--- config.mk ---
export PLATFORM = sky130hd
export DESIGN_NAME = hbridge_output_control
export DESIGN_NICKNAME = d
export VERILOG_FILES = /design/src/verilog/hbridge_pkg.sv /design/src/verilog/hbridge_output_control.sv
export VERILOG_INCLUDE_DIRS = /design/src /design/src/verilog
export SDC_FILE = /design/constraint.sdc
export NUM_CORES = 1
export LEC_CHECK = 0
export ABC_AREA = 1
export BUFFER_PORTS_ARGS = -buffer_cell sky130_fd_sc_hd__buf_2
export CAP_MARGIN = 20
export CORE_ASPECT_RATIO = 0.5
export CORE_MARGIN = 2
export CORE_UTILIZATION = 40
export DETAILED_ROUTE_END_ITERATION = 12
export PLACE_DENSITY = 0.6
export RECOVER_POWER = 50
export SLEW_MARGIN = 10
export SYNTH_ARGS = -nofsm -noshare
export SYNTH_HDL_FRONTEND = slang
export SYNTH_SLANG_ARGS = --single-unit
--- constraint.sdc ---
create_clock -name aclk -period 2 [get_ports aclk]
set_input_delay 0.4 -clock aclk [delete_from_list [all_inputs] [get_ports aclk]]
set_output_delay 0.4 -clock aclk [all_outputs]
set_load 0.01 [all_outputs]
--- src/verilog/hbridge_map.svh ---
// Purpose: Register offsets, field positions and reset values
// Assumes: AXI4-Lite byte addresses, one 32-bit word per register
// Notes:   Definitions only
`ifndef HBRIDGE_MAP_SVH
`define HBRIDGE_MAP_SVH
`define ALIGN_SELECT_OFS      8'h00
`define GATE_CONTROL_OFS      8'h04
`define DEADTIME_CONFIG_OFS   8'h08
`define OUTPUT_POLARITY_OFS   8'h0c
`define HV_DRIVER_CONTROL_OFS 8'h10
`define THERMAL_IRQ_OFS       8'h14
`define CTRL_RESET_VALUE      8'h00
`define NIBBLE_MASK           8'h0f
`define HV_WRITE_MASK         8'h3b
`define DT_DIV_MSB            7
`define DT_DIV_LSB            6
`define DT_ENABLE_BIT         5
`define DT_COUNT_MSB          4
`define HV_DRIVER_ENABLE_BIT  4
`define HV_THERMAL_GUARD_BIT  3
`define HV_OVERTEMP_BIT       2
`define IRQ_FLAG_BIT          0
`define IRQ_ENABLE_BIT        1
`endif

--- src/verilog/hbridge_pkg.sv ---
// Purpose: Shared types of the H-bridge output control
// Assumes: Used only by scoped names
// Notes:   Offsets and fields live in hbridge_map.svh
package hbridge_pkg;
  typedef struct packed {
    logic top;
    logic bottom;
  } gate_pair_type;

  typedef enum logic [1:0] {
    RESP_OKAY   = 2'b00,
    RESP_SLVERR = 2'b10
  } axi_resp_type;

  typedef enum {
    WR_COLLECT,
    WR_RESPOND
  } write_state_type;
endpackage

--- src/verilog/hbridge_output_control.sv ---
// Purpose: Two-channel complementary gate drive with dead-time
// Assumes: timer1_pwm comes from logic on aclk; overtemp_pin is async
// Notes:   Register slave on AXI4-Lite, 8-bit registers in low byte
`timescale 1ns/1ps
`include "hbridge_map.svh"

// Function
// RULE_01: Two channels: align, then dead-time, then guard, then polarity.
// RULE_02: Align field bits 3:2 steer channel 1, bits 1:0 channel 0.
// RULE_03: Align 00: top follows pwm, bottom its inverse.
// RULE_04: Align 01: top follows pwm, bottom held low.
// RULE_05: Align 10: top held low, bottom follows pwm.
// RULE_06: Align 11: top and bottom follow the manual gate bits.
// RULE_07: Manual pair 00 off, 01 bottom, 10 top, 11 both off.
// RULE_08: Dead-time clock is system clock divided by 1, 2, 4 or 8.
// RULE_09: Dead-time only when its enable bit is set, else pass through.
// RULE_10: Dead-time lasts count plus one dead-time clock periods.
// RULE_11: Only rising edges are delayed; falling edges pass at once.
// RULE_12: Software should keep dead-time within 0.3 to 5 microseconds.
// RULE_13: Guard forces both outputs low when both inputs are high.
// RULE_14: Each of four gate outputs has its own invert bit.
// RULE_15: Both channels use timer 1 pwm and its complement.
// RULE_16: Driver enable low turns the whole output stage off.
// RULE_17: Software sets guard before driver, clears guard before driver.
// RULE_18: Overtemp flag reads one while overtemperature is present; code reads one only while the guard bit is also set.
// RULE_19: Rising overtemp sets the irq flag; irq raised when enabled.
// RULE_20: A path falling mid count stays low; count restarts next rise.
// RULE_21: Control registers reset to zero; upper bits read zero.
module hbridge_output_control (
  input  wire logic                            aclk,
  input  wire logic                            aresetn,
  input  wire logic [7:0]                      s_axi_awaddr,
  input  wire logic                            s_axi_awvalid,
  output logic                                 s_axi_awready,
  input  wire logic [31:0]                     s_axi_wdata,
  input  wire logic [3:0]                      s_axi_wstrb,
  input  wire logic                            s_axi_wvalid,
  output logic                                 s_axi_wready,
  output logic [1:0]                           s_axi_bresp,
  output logic                                 s_axi_bvalid,
  input  wire logic                            s_axi_bready,
  input  wire logic [7:0]                      s_axi_araddr,
  input  wire logic                            s_axi_arvalid,
  output logic                                 s_axi_arready,
  output logic [31:0]                          s_axi_rdata,
  output logic [1:0]                           s_axi_rresp,
  output logic                                 s_axi_rvalid,
  input  wire logic                            s_axi_rready,
  input  wire logic                            timer1_pwm,
  input  wire logic                            overtemp_pin,
  output hbridge_pkg::gate_pair_type [1:0]     gates_q,
  output logic                                 hv_driver_on_q,
  output logic                                 thermal_irq_q
);

  // Control registers
  logic [7:0] align_mode_select_q;
  logic [7:0] manual_gate_bits_q;
  logic [7:0] deadtime_config_reg_q;
  logic [7:0] gate_polarity_select_q;
  logic [7:0] hv_driver_ctl_q;
  logic       thermal_irq_flag_q;
  logic       thermal_irq_enable_q;

  // Bus side state
  hbridge_pkg::write_state_type wr_state_q;
  logic [7:0]  wr_addr_q;
  logic [7:0]  wr_data_q;
  logic        wr_strb_q;
  logic        aw_have_q;
  logic        w_have_q;
  logic        wr_fire;
  logic        wr_hit;
  logic [7:0]  rd_byte;
  logic        rd_hit;

  // Signal path
  logic        overtemp_meta_q;
  logic        overtemp_sync_q;
  logic        overtemp_prev_q;
  logic        overtemp_now;
  logic        timer1_pwm_inverted;
  logic [3:0]  aligned;
  wire  [3:0]  delayed_q;
  logic [3:0]  guarded;
  logic [3:0]  polarized;
  logic [2:0]  div_q;
  logic [2:0]  div_mask;
  logic        dt_tick;
  logic        dt_enable;
  logic [4:0]  dt_count;
  logic        hv_driver_enable;
  logic        thermal_guard_enable;

  assign dt_enable            = deadtime_config_reg_q[`DT_ENABLE_BIT];
  assign dt_count             = deadtime_config_reg_q[`DT_COUNT_MSB:0];
  assign hv_driver_enable     = hv_driver_ctl_q[`HV_DRIVER_ENABLE_BIT];
  assign thermal_guard_enable = hv_driver_ctl_q[`HV_THERMAL_GUARD_BIT];

  // Overtemp pin synchroniser
  always_ff @(posedge aclk) begin
    if (!aresetn) begin
      overtemp_meta_q <= 1'b0;
      overtemp_sync_q <= 1'b0;
    end else begin
      overtemp_meta_q <= overtemp_pin;
      overtemp_sync_q <= overtemp_meta_q;
    end
  end

  // Flag only meaningful while thermal protection is on
  assign overtemp_now = overtemp_sync_q & thermal_guard_enable; // [RULE_18]

  always_ff @(posedge aclk) begin
    if (!aresetn) begin
      overtemp_prev_q <= 1'b0;
    end else begin
      overtemp_prev_q <= overtemp_now;
    end
  end

  // Thermal irq flag, set beats clear
  always_ff @(posedge aclk) begin
    if (!aresetn) begin
      thermal_irq_flag_q <= 1'b0;
    end else if (overtemp_now && !overtemp_prev_q) begin
      thermal_irq_flag_q <= 1'b1; // [RULE_19]
    end else if (wr_fire && wr_hit && wr_strb_q &&
                 wr_addr_q == `THERMAL_IRQ_OFS &&
                 wr_data_q[`IRQ_FLAG_BIT]) begin
      thermal_irq_flag_q <= 1'b0;
    end
  end

  always_ff @(posedge aclk) begin
    if (!aresetn) begin
      thermal_irq_q <= 1'b0;
    end else begin
      thermal_irq_q <= thermal_irq_flag_q & thermal_irq_enable_q; // [RULE_19]
    end
  end

  // Write address and data collection, either order
  assign wr_fire = (wr_state_q == hbridge_pkg::WR_COLLECT) &&
                   aw_have_q && w_have_q;

  always_ff @(posedge aclk) begin
    if (!aresetn) begin
      aw_have_q     <= 1'b0;
      w_have_q      <= 1'b0;
      s_axi_awready <= 1'b0;
      s_axi_wready  <= 1'b0;
      wr_addr_q     <= 8'h00;
      wr_data_q     <= 8'h00;
      wr_strb_q     <= 1'b0;
    end else begin
      s_axi_awready <= !aw_have_q && !(s_axi_awvalid && s_axi_awready)
                       && !wr_fire;
      s_axi_wready  <= !w_have_q && !(s_axi_wvalid && s_axi_wready)
                       && !wr_fire;
      if (s_axi_awvalid && s_axi_awready) begin
        aw_have_q <= 1'b1;
        wr_addr_q <= s_axi_awaddr;
      end else if (wr_fire) begin
        aw_have_q <= 1'b0;
      end
      if (s_axi_wvalid && s_axi_wready) begin
        w_have_q  <= 1'b1;
        wr_data_q <= s_axi_wdata[7:0];
        wr_strb_q <= s_axi_wstrb[0];
      end else if (wr_fire) begin
        w_have_q <= 1'b0;
      end
    end
  end

  assign wr_hit = (wr_addr_q[1:0] == 2'b00) &&
                  (wr_addr_q <= `THERMAL_IRQ_OFS);

  // Write response
  always_ff @(posedge aclk) begin
    if (!aresetn) begin
      wr_state_q   <= hbridge_pkg::WR_COLLECT;
      s_axi_bvalid <= 1'b0;
      s_axi_bresp  <= hbridge_pkg::RESP_OKAY;
    end else begin
      case (wr_state_q)
        hbridge_pkg::WR_COLLECT: begin
          if (wr_fire) begin
            s_axi_bvalid <= 1'b1;
            s_axi_bresp  <= wr_hit ? hbridge_pkg::RESP_OKAY
                                   : hbridge_pkg::RESP_SLVERR;
            wr_state_q   <= hbridge_pkg::WR_RESPOND;
          end
        end
        hbridge_pkg::WR_RESPOND: begin
          if (s_axi_bready) begin
            s_axi_bvalid <= 1'b0;
            wr_state_q   <= hbridge_pkg::WR_COLLECT;
          end
        end
        default: begin
          wr_state_q <= hbridge_pkg::WR_COLLECT;
        end
      endcase
    end
  end

  // Register writes; unused bits kept at zero, except driver control bits 5, 1 and 0
  always_ff @(posedge aclk) begin
    if (!aresetn) begin
      align_mode_select_q    <= `CTRL_RESET_VALUE; // [RULE_21]
      manual_gate_bits_q     <= `CTRL_RESET_VALUE;
      deadtime_config_reg_q  <= `CTRL_RESET_VALUE;
      gate_polarity_select_q <= `CTRL_RESET_VALUE;
      hv_driver_ctl_q        <= `CTRL_RESET_VALUE;
      thermal_irq_enable_q   <= 1'b0;
    end else if (wr_fire && wr_hit && wr_strb_q) begin
      case (wr_addr_q)
        `ALIGN_SELECT_OFS:
          align_mode_select_q <= wr_data_q & `NIBBLE_MASK; // [RULE_21]
        `GATE_CONTROL_OFS:
          manual_gate_bits_q <= wr_data_q & `NIBBLE_MASK;
        `DEADTIME_CONFIG_OFS:
          deadtime_config_reg_q <= wr_data_q;
        `OUTPUT_POLARITY_OFS:
          gate_polarity_select_q <= wr_data_q & `NIBBLE_MASK;
        `HV_DRIVER_CONTROL_OFS:
          hv_driver_ctl_q <= wr_data_q & `HV_WRITE_MASK;
        `THERMAL_IRQ_OFS:
          thermal_irq_enable_q <= wr_data_q[`IRQ_ENABLE_BIT];
        default: begin
        end
      endcase
    end
  end

  // Read data mux
  always_comb begin
    rd_hit  = 1'b1;
    rd_byte = 8'h00;
    case (s_axi_araddr)
      `ALIGN_SELECT_OFS:      rd_byte = align_mode_select_q;
      `GATE_CONTROL_OFS:      rd_byte = manual_gate_bits_q;
      `DEADTIME_CONFIG_OFS:   rd_byte = deadtime_config_reg_q;
      `OUTPUT_POLARITY_OFS:   rd_byte = gate_polarity_select_q;
      `HV_DRIVER_CONTROL_OFS: begin
        rd_byte = hv_driver_ctl_q;
        rd_byte[`HV_OVERTEMP_BIT] = overtemp_now; // [RULE_18]
      end
      `THERMAL_IRQ_OFS: begin
        rd_byte[`IRQ_FLAG_BIT]   = thermal_irq_flag_q;
        rd_byte[`IRQ_ENABLE_BIT] = thermal_irq_enable_q;
      end
      default: rd_hit = 1'b0;
    endcase
  end

  // Read channel, one outstanding read
  always_ff @(posedge aclk) begin
    if (!aresetn) begin
      s_axi_arready <= 1'b0;
      s_axi_rvalid  <= 1'b0;
      s_axi_rdata   <= 32'h00000000;
      s_axi_rresp   <= hbridge_pkg::RESP_OKAY;
    end else if (s_axi_arvalid && s_axi_arready) begin
      s_axi_arready <= 1'b0;
      s_axi_rvalid  <= 1'b1;
      s_axi_rdata   <= {24'h000000, rd_byte};
      s_axi_rresp   <= rd_hit ? hbridge_pkg::RESP_OKAY
                              : hbridge_pkg::RESP_SLVERR;
    end else if (s_axi_rvalid) begin
      if (s_axi_rready) begin
        s_axi_rvalid  <= 1'b0;
        s_axi_arready <= 1'b1;
      end
    end else begin
      s_axi_arready <= 1'b1;
    end
  end

  assign timer1_pwm_inverted = ~timer1_pwm; // [RULE_15]

  // Align stage, path 2n+1 is top and 2n is bottom of channel n
  always_comb begin
    aligned = 4'h0;
    for (int n = 0; n < 2; n++) begin
      case (align_mode_select_q[2*n +: 2]) // [RULE_02]
        2'b00: begin
          aligned[2*n+1] = timer1_pwm; // [RULE_03]
          aligned[2*n]   = timer1_pwm_inverted;
        end
        2'b01: begin
          aligned[2*n+1] = timer1_pwm; // [RULE_04]
          aligned[2*n]   = 1'b0;
        end
        2'b10: begin
          aligned[2*n+1] = 1'b0; // [RULE_05]
          aligned[2*n]   = timer1_pwm;
        end
        default: begin
          // Manual pair; both bits set means both off
          aligned[2*n+1] = manual_gate_bits_q[2*n+1] &
                           !manual_gate_bits_q[2*n]; // [RULE_06] [RULE_07]
          aligned[2*n]   = manual_gate_bits_q[2*n] &
                           !manual_gate_bits_q[2*n+1];
        end
      endcase
    end
  end

  // Dead-time clock enable divider
  always_comb begin
    case (deadtime_config_reg_q[`DT_DIV_MSB:`DT_DIV_LSB])
      2'b00:   div_mask = 3'h0; // [RULE_08]
      2'b01:   div_mask = 3'h1;
      2'b10:   div_mask = 3'h3;
      default: div_mask = 3'h7;
    endcase
  end

  always_ff @(posedge aclk) begin
    if (!aresetn) begin
      div_q <= 3'h0;
    end else begin
      div_q <= div_q + 3'h1;
    end
  end

  assign dt_tick = (div_q & div_mask) == div_mask;

  // Dead-time stage, one counter per gate path
  for (genvar p = 0; p < 4; p++) begin : g_deadtime
    logic [4:0] cnt_q;
    logic       dly_q;
    assign delayed_q[p] = dly_q;
    always_ff @(posedge aclk) begin
      if (!aresetn) begin
        cnt_q <= 5'h00;
        dly_q <= 1'b0;
      end else if (!dt_enable) begin
        cnt_q <= 5'h00; // [RULE_09]
        dly_q <= aligned[p];
      end else if (!aligned[p]) begin
        cnt_q <= 5'h00; // [RULE_11] [RULE_20]
        dly_q <= 1'b0;
      end else if (!dly_q && dt_tick) begin
        if (cnt_q == dt_count) begin
          dly_q <= 1'b1; // [RULE_10]
        end else begin
          cnt_q <= cnt_q + 5'h01;
        end
      end
    end
  end

  // Guard and polarity stages
  always_comb begin
    for (int n = 0; n < 2; n++) begin
      guarded[2*n+1] = delayed_q[2*n+1] & !delayed_q[2*n]; // [RULE_13]
      guarded[2*n]   = delayed_q[2*n] & !delayed_q[2*n+1];
    end
    polarized = guarded ^ gate_polarity_select_q[3:0]; // [RULE_14]
  end

  // Driver output stage
  always_ff @(posedge aclk) begin
    if (!aresetn) begin
      gates_q        <= 4'h0;
      hv_driver_on_q <= 1'b0;
    end else begin
      gates_q        <= hv_driver_enable ? polarized : 4'h0; // [RULE_16] [RULE_01]
      hv_driver_on_q <= hv_driver_enable;
    end
  end
endmodule

* After elaboration in Yosys (flattened, before gate mapping) *
Index checks and enable logic that the tools add are counted.

storage, ports and cells
  register bits = 131
  bits in latches = 0
  memory bits (writable) = 0
  bits in read-only memories = 0
  input bits = 61
  output and inout port bits = 47
  word-level logic and storage cells = 205
  memories kept = 0

cells by class
  add/subtract/negate cells = 5
  multiply operators = 0
  divide/modulo/power cells = 0
  order comparisons = 1
  equality and inequality tests = 33
  shift operators = 0
  multiplexer cells = 40
  bitwise logic cells = 18
  reductions and logical operators = 69

operators by type and width
  cell                 count
  $logic_not 32->1     2
  $mux 32              2
  $pmux 32 s2          1
  $reduce_and 2->1     17
  $eq 32x1->1 const B  1
  $eq 8x4->1 const B   4
  $eq 8x5->1 const B   4
  $pmux 6 s5           1
  $mux 1               29
  $ne 3x2->1 const B   8
  $add 5x1->5 const B  4
  $eq 5x5->1           4
  $logic_and 1x1->1    19
  $eq 8x3->1 const B   2
  $logic_not 8->1      2
  $reduce_and 3->1     5
  $logic_not 1->1      14
  $pmux 2 s3           2
  $pmux 2 s6           1
  $and 1x1->1          10
  $pmux 3 s3           1
  $le 8x5->1 const B   1
  $logic_not 2->1      4
  $reduce_bool 2->1    4
  other kinds (13)     24

* Logic depth before layout (Yosys ltp) *
  depth after elaboration = 9
  depth in mapped cells = 10

* Worst setup path after synthesis *
OpenSTA, ideal clock, no wires.

  path kind = reg-to-reg
  start point = register s_axi_bvalid (netlist name)
  end point = register deadtime_config_reg_q[1]
  data arrival time = 1.165 ns
  data required time = 1.887 ns
  setup slack = 0.723 ns
  stages on the path, launching flop included = 7
  path through = dfxtp_1 > nand3b_4 > nor2_4 > nand4_4 > buf_6 > nor2_1 > nor2_1

RTL lines
  element               line                           source
  end signal, assigned  hbridge_output_control.sv:214  deadtime_config_reg_q <= `CTRL_RESET_VALUE;
  end signal, assigned  hbridge_output_control.sv:225  deadtime_config_reg_q <= wr_data_q;
  end, declared         hbridge_output_control.sv:59   logic [7:0] deadtime_config_reg_q;

* Final worst setup path *
  start point = register align_mode_select_q[2]
  end point = register g_deadtime[2].cnt_q[3]

on the way
  word-level cells in the longest chain between the ends = 3

ends and longest elaborated chain
  element                                   line                           source
  start, declared                           hbridge_output_control.sv:57   logic [7:0] align_mode_select_q;
  start signal, assigned                    hbridge_output_control.sv:212  align_mode_select_q <= `CTRL_RESET_VALUE;
  start signal, assigned                    hbridge_output_control.sv:221  align_mode_select_q <= wr_data_q & `NIBBLE_MASK;
  $eq 2x2->1, or another cell as far along  hbridge_output_control.sv:288  case (align_mode_select_q[2*n +: 2])
  $pmux 2 s3 *                              hbridge_output_control.sv:288
  $reduce_and 3->1 (no source line) *       --
  end signal, assigned                      hbridge_output_control.sv:351  cnt_q <= cnt_q + 5'h01;
  end, declared                             hbridge_output_control.sv:334  logic [4:0] cnt_q;

Every way passes the cells marked *; elsewhere a longest branch is shown, timed or not.
A chain may end at the register's enable or synchronous reset.

==> flow_metrics.tcl <==
set metrics [dict create \
    fmax_mhz 655 \
    tns_ps 0 \
    cts_sinks 97 \
    htreeDepth 3 \
    required_ps 2270 \
    worstMarginPinSlew_ps 757 \
    synthCells 698 \
    min_path_cells 3 \
    cp_max_fo 5 \
    hold_buffers 0 \
    drc 0 \
    antenna_cells 0 \
    syn_to_final_growth_pct 12.4 \
    maxCapViolations 0 \
    postCtsSetupRepairBufs 0 \
    dieArea_um2 13000 \
    grt_use_total_pct 17.8 \
    arrival_ps 1800 \
    grt_pass1_wl_mm 18.5 \
    postRouteAntennaNets 0 \
    hp-class "input port to flop" \
    switchingPower_uw 979 \
    io_buffers 54 \
    synthMuxAreaShare_pct 0 \
    synth.area.top_cells "dfxtp_1 40%, nand2_1 13%, nor2_1 8.3%" \
    core_um2 11800 \
    finalSetupViolCount 0 \
    synth_seq_cells 97 \
    async_flop_share_pct 0 \
    start_util_pct 40.9 \
    overflow 0 \
    outcome "finished clean" \
    synth-simple-area-share_pct 33.2 \
    nets 819 \
    routedWlPerCell_um 12.0 \
    syn_avg_cell_area_um2 6.90 \
    rsz0062_at_grt "false" \
    p_leak_uw 0.00257 \
    yosysTopAreaCell "dfxtp_1" \
    grt_max_degree 32 \
    slew_headroom_pct 49.5 \
    hold_viol 0 \
    clkLatencyLatePin_ps 340 \
    drt-initial-drc-count 284 \
    power_frac_seq_pct 50.7 \
    cts_tree "built" \
    reg2reg_depth 4 \
    path_clk_slew_ps 70 \
    power_uw 4020 \
    start_kind "flop" \
    finalMaxSlewViolations 0 \
    synth_top_family_by_area "simple AND/OR/NAND/NOR gates" \
    drive_gt1_share_pct 10.3 \
    clockBufferDepth 2 \
    synth_commonest_cells "173 x nand2_1, 106 x nor2_1, 97 x dfxtp_1, 71 x inv_1, 51 x nand3_1" \
    gp_congestion 0.813 \
    root_buffer "clkbuf_16" \
    synth_top_area_share_pct 40.3 \
    via_per_inst 4.68 \
    swShare_pct 24.4 \
    antenna_found_initial 0 \
    period_minus_slack_ps 1530 \
    io_pins 108 \
    yosysWarnings 0 \
    die_height_um 81.6 \
    hold_slack_ps 241 \
    vdd_ir_drop_max_mv 0.392 \
    die_w_um 159 \
    synthFlopType "dfxtp_1" \
    cts_resized 0 \
    wirelength_mm 11.0 \
    skew_ps 8.17 \
    ys_seq_area_share_pct 40.3 \
    yosysMostFrequentCell "nand2_1" \
    firstDrtPassIters 5 \
    synth-compound-area-share_pct 9.99 \
    synth_edf_count 0 \
    p_int_uw 3040 \
    path_class "flop to flop" \
    grt_pass1_vias 3831 \
    synth_area_um2 4820 \
    synthAdderAreaFrac_pct 1.30 \
    combPwrFrac_pct 7.3 \
    synthDistinctLibCells 37 \
    finalCritPeriodShare_pct 76.4 \
    dr_total_vias 4310 \
    p_per_area_nw_per_um2 741 \
    numCtsBuffers 9 \
    nFillCells 1236 \
    synthXorXnorAreaFrac_pct 3.63 \
    dp_hpwl_mm 8.03 \
    rows 28 \
    clock_power_share_pct 42.0 \
    endpoint_kind "flop" \
]
-- per-layer routing --
metal | up-vias | GRT usage (%) | part of all wire [%]
li1 | 2273 | - | -
met3 | 15 | 4.75 | 5.1
met2 | 106 | 30.5 | 45
met4 | 0 | 5.18 | 1.2
met1 | 1916 | 22.5 | 49
met5 | - | 0 | 0
-- layout by cell type (no fill, tap or decap), types with 2 or more instances in the layout --
master,count
a31oi_1,4
nand2_1,173
o31ai_1,5
clkbuf_16,9
dfxtp_1,97
nor2_2,5
conb_1,26
nand4_1,6
clkbuf_1,24
xnor2_1,9
nor2_1,106
ha_1,5
nand3_2,4
xor2_1,11
o22ai_1,2
buf_4,3
inv_2,7
a21oi_1,45
nand3_1,51
nor3_1,5
nand4_2,4
nand2_2,4
inv_1,71
buf_2,32
o21ai_0,32
clkinvlp_4,2
-- sequential cells by signal, indices dropped and copies added, names as in the netlist, 3 cells and up --
| register | flops |
|---|---|
| gate_polarity_select_q | 4 |
| s_axi_rdata | 8 |
| align_mode_select_q | 4 |
| wr_addr_q | 8 |
| wr_data_q | 8 |
| hv_driver_ctl_q | 5 |
| div_q | 3 |
| gates_q | 4 |
| g_deadtime.dly_q | 4 |
| deadtime_config_reg_q | 8 |
| g_deadtime.cnt_q | 20 |
| manual_gate_bits_q | 4 |
-- cell type report --
class	count	area, um^2	share of cell area, %
clock inverter	5	58.8	1.09
tap	165	206	3.81
clock buffer	9	225	4.16
inverter	79	297	5.47
multi-input combinational	507	2420	44.6
sequential	97	1940	35.8
timing repair buffer	59	273	5.03
-- per-stage QoR --
step	utilization (%)	instance area, um^2	setup WS (ps)	cells
finish	46.0	5420	473	921
global route	46.0	5420	270	921
CTS	46.3	5450	478	921
detailed placement	43.9	5170	368	907
global placement	43.9	5170	367	907
floorplan	-	4910	723	723
-- logic make-up after synthesis --
| kind of cell | count (synthesis) |
|---|---|
| AOI/OAI and AO/OA | 91 |
| xor gates and xnor gates | 20 |
| adders and majority gates | 5 |
| buffers and inverters | 119 |
| DFF | 97 |
| other | 1 |
| and+or+nand+nor | 365 |
-- worst max-delay path: stages (launching register included) --
cell,delay [ps]
dfxtp_1,380
nand2_1,90
o31ai_1,520
nand2_1,280
a21oi_1,180
-- power by group through the flow --
| stage | registers [uW] | clock network (uW) | logic [uW] |
|---|---|---|---|
| floorplan | 2070 | 0 | 243 |
| global placement | 2080 | 0 | 294 |
| detailed placement | 2080 | 0 | 297 |
| CTS | 2040 | 1730 | 298 |
| global route | 2040 | 1810 | 338 |
| finish | 2040 | 1690 | 292 |
-- worst paths after layout --
check                                       startpoint                      to  slack [ps]
worst max-delay path            align_mode_select_q[2]  g_deadtime[2].cnt_q[3]         470
worst min-delay path                      overtemp_pin         overtemp_meta_q         240
worst max register to register  align_mode_select_q[2]  g_deadtime[2].cnt_q[3]         470
worst min register to register         overtemp_meta_q         overtemp_sync_q         430
Power figures use the tool's default switching activity.
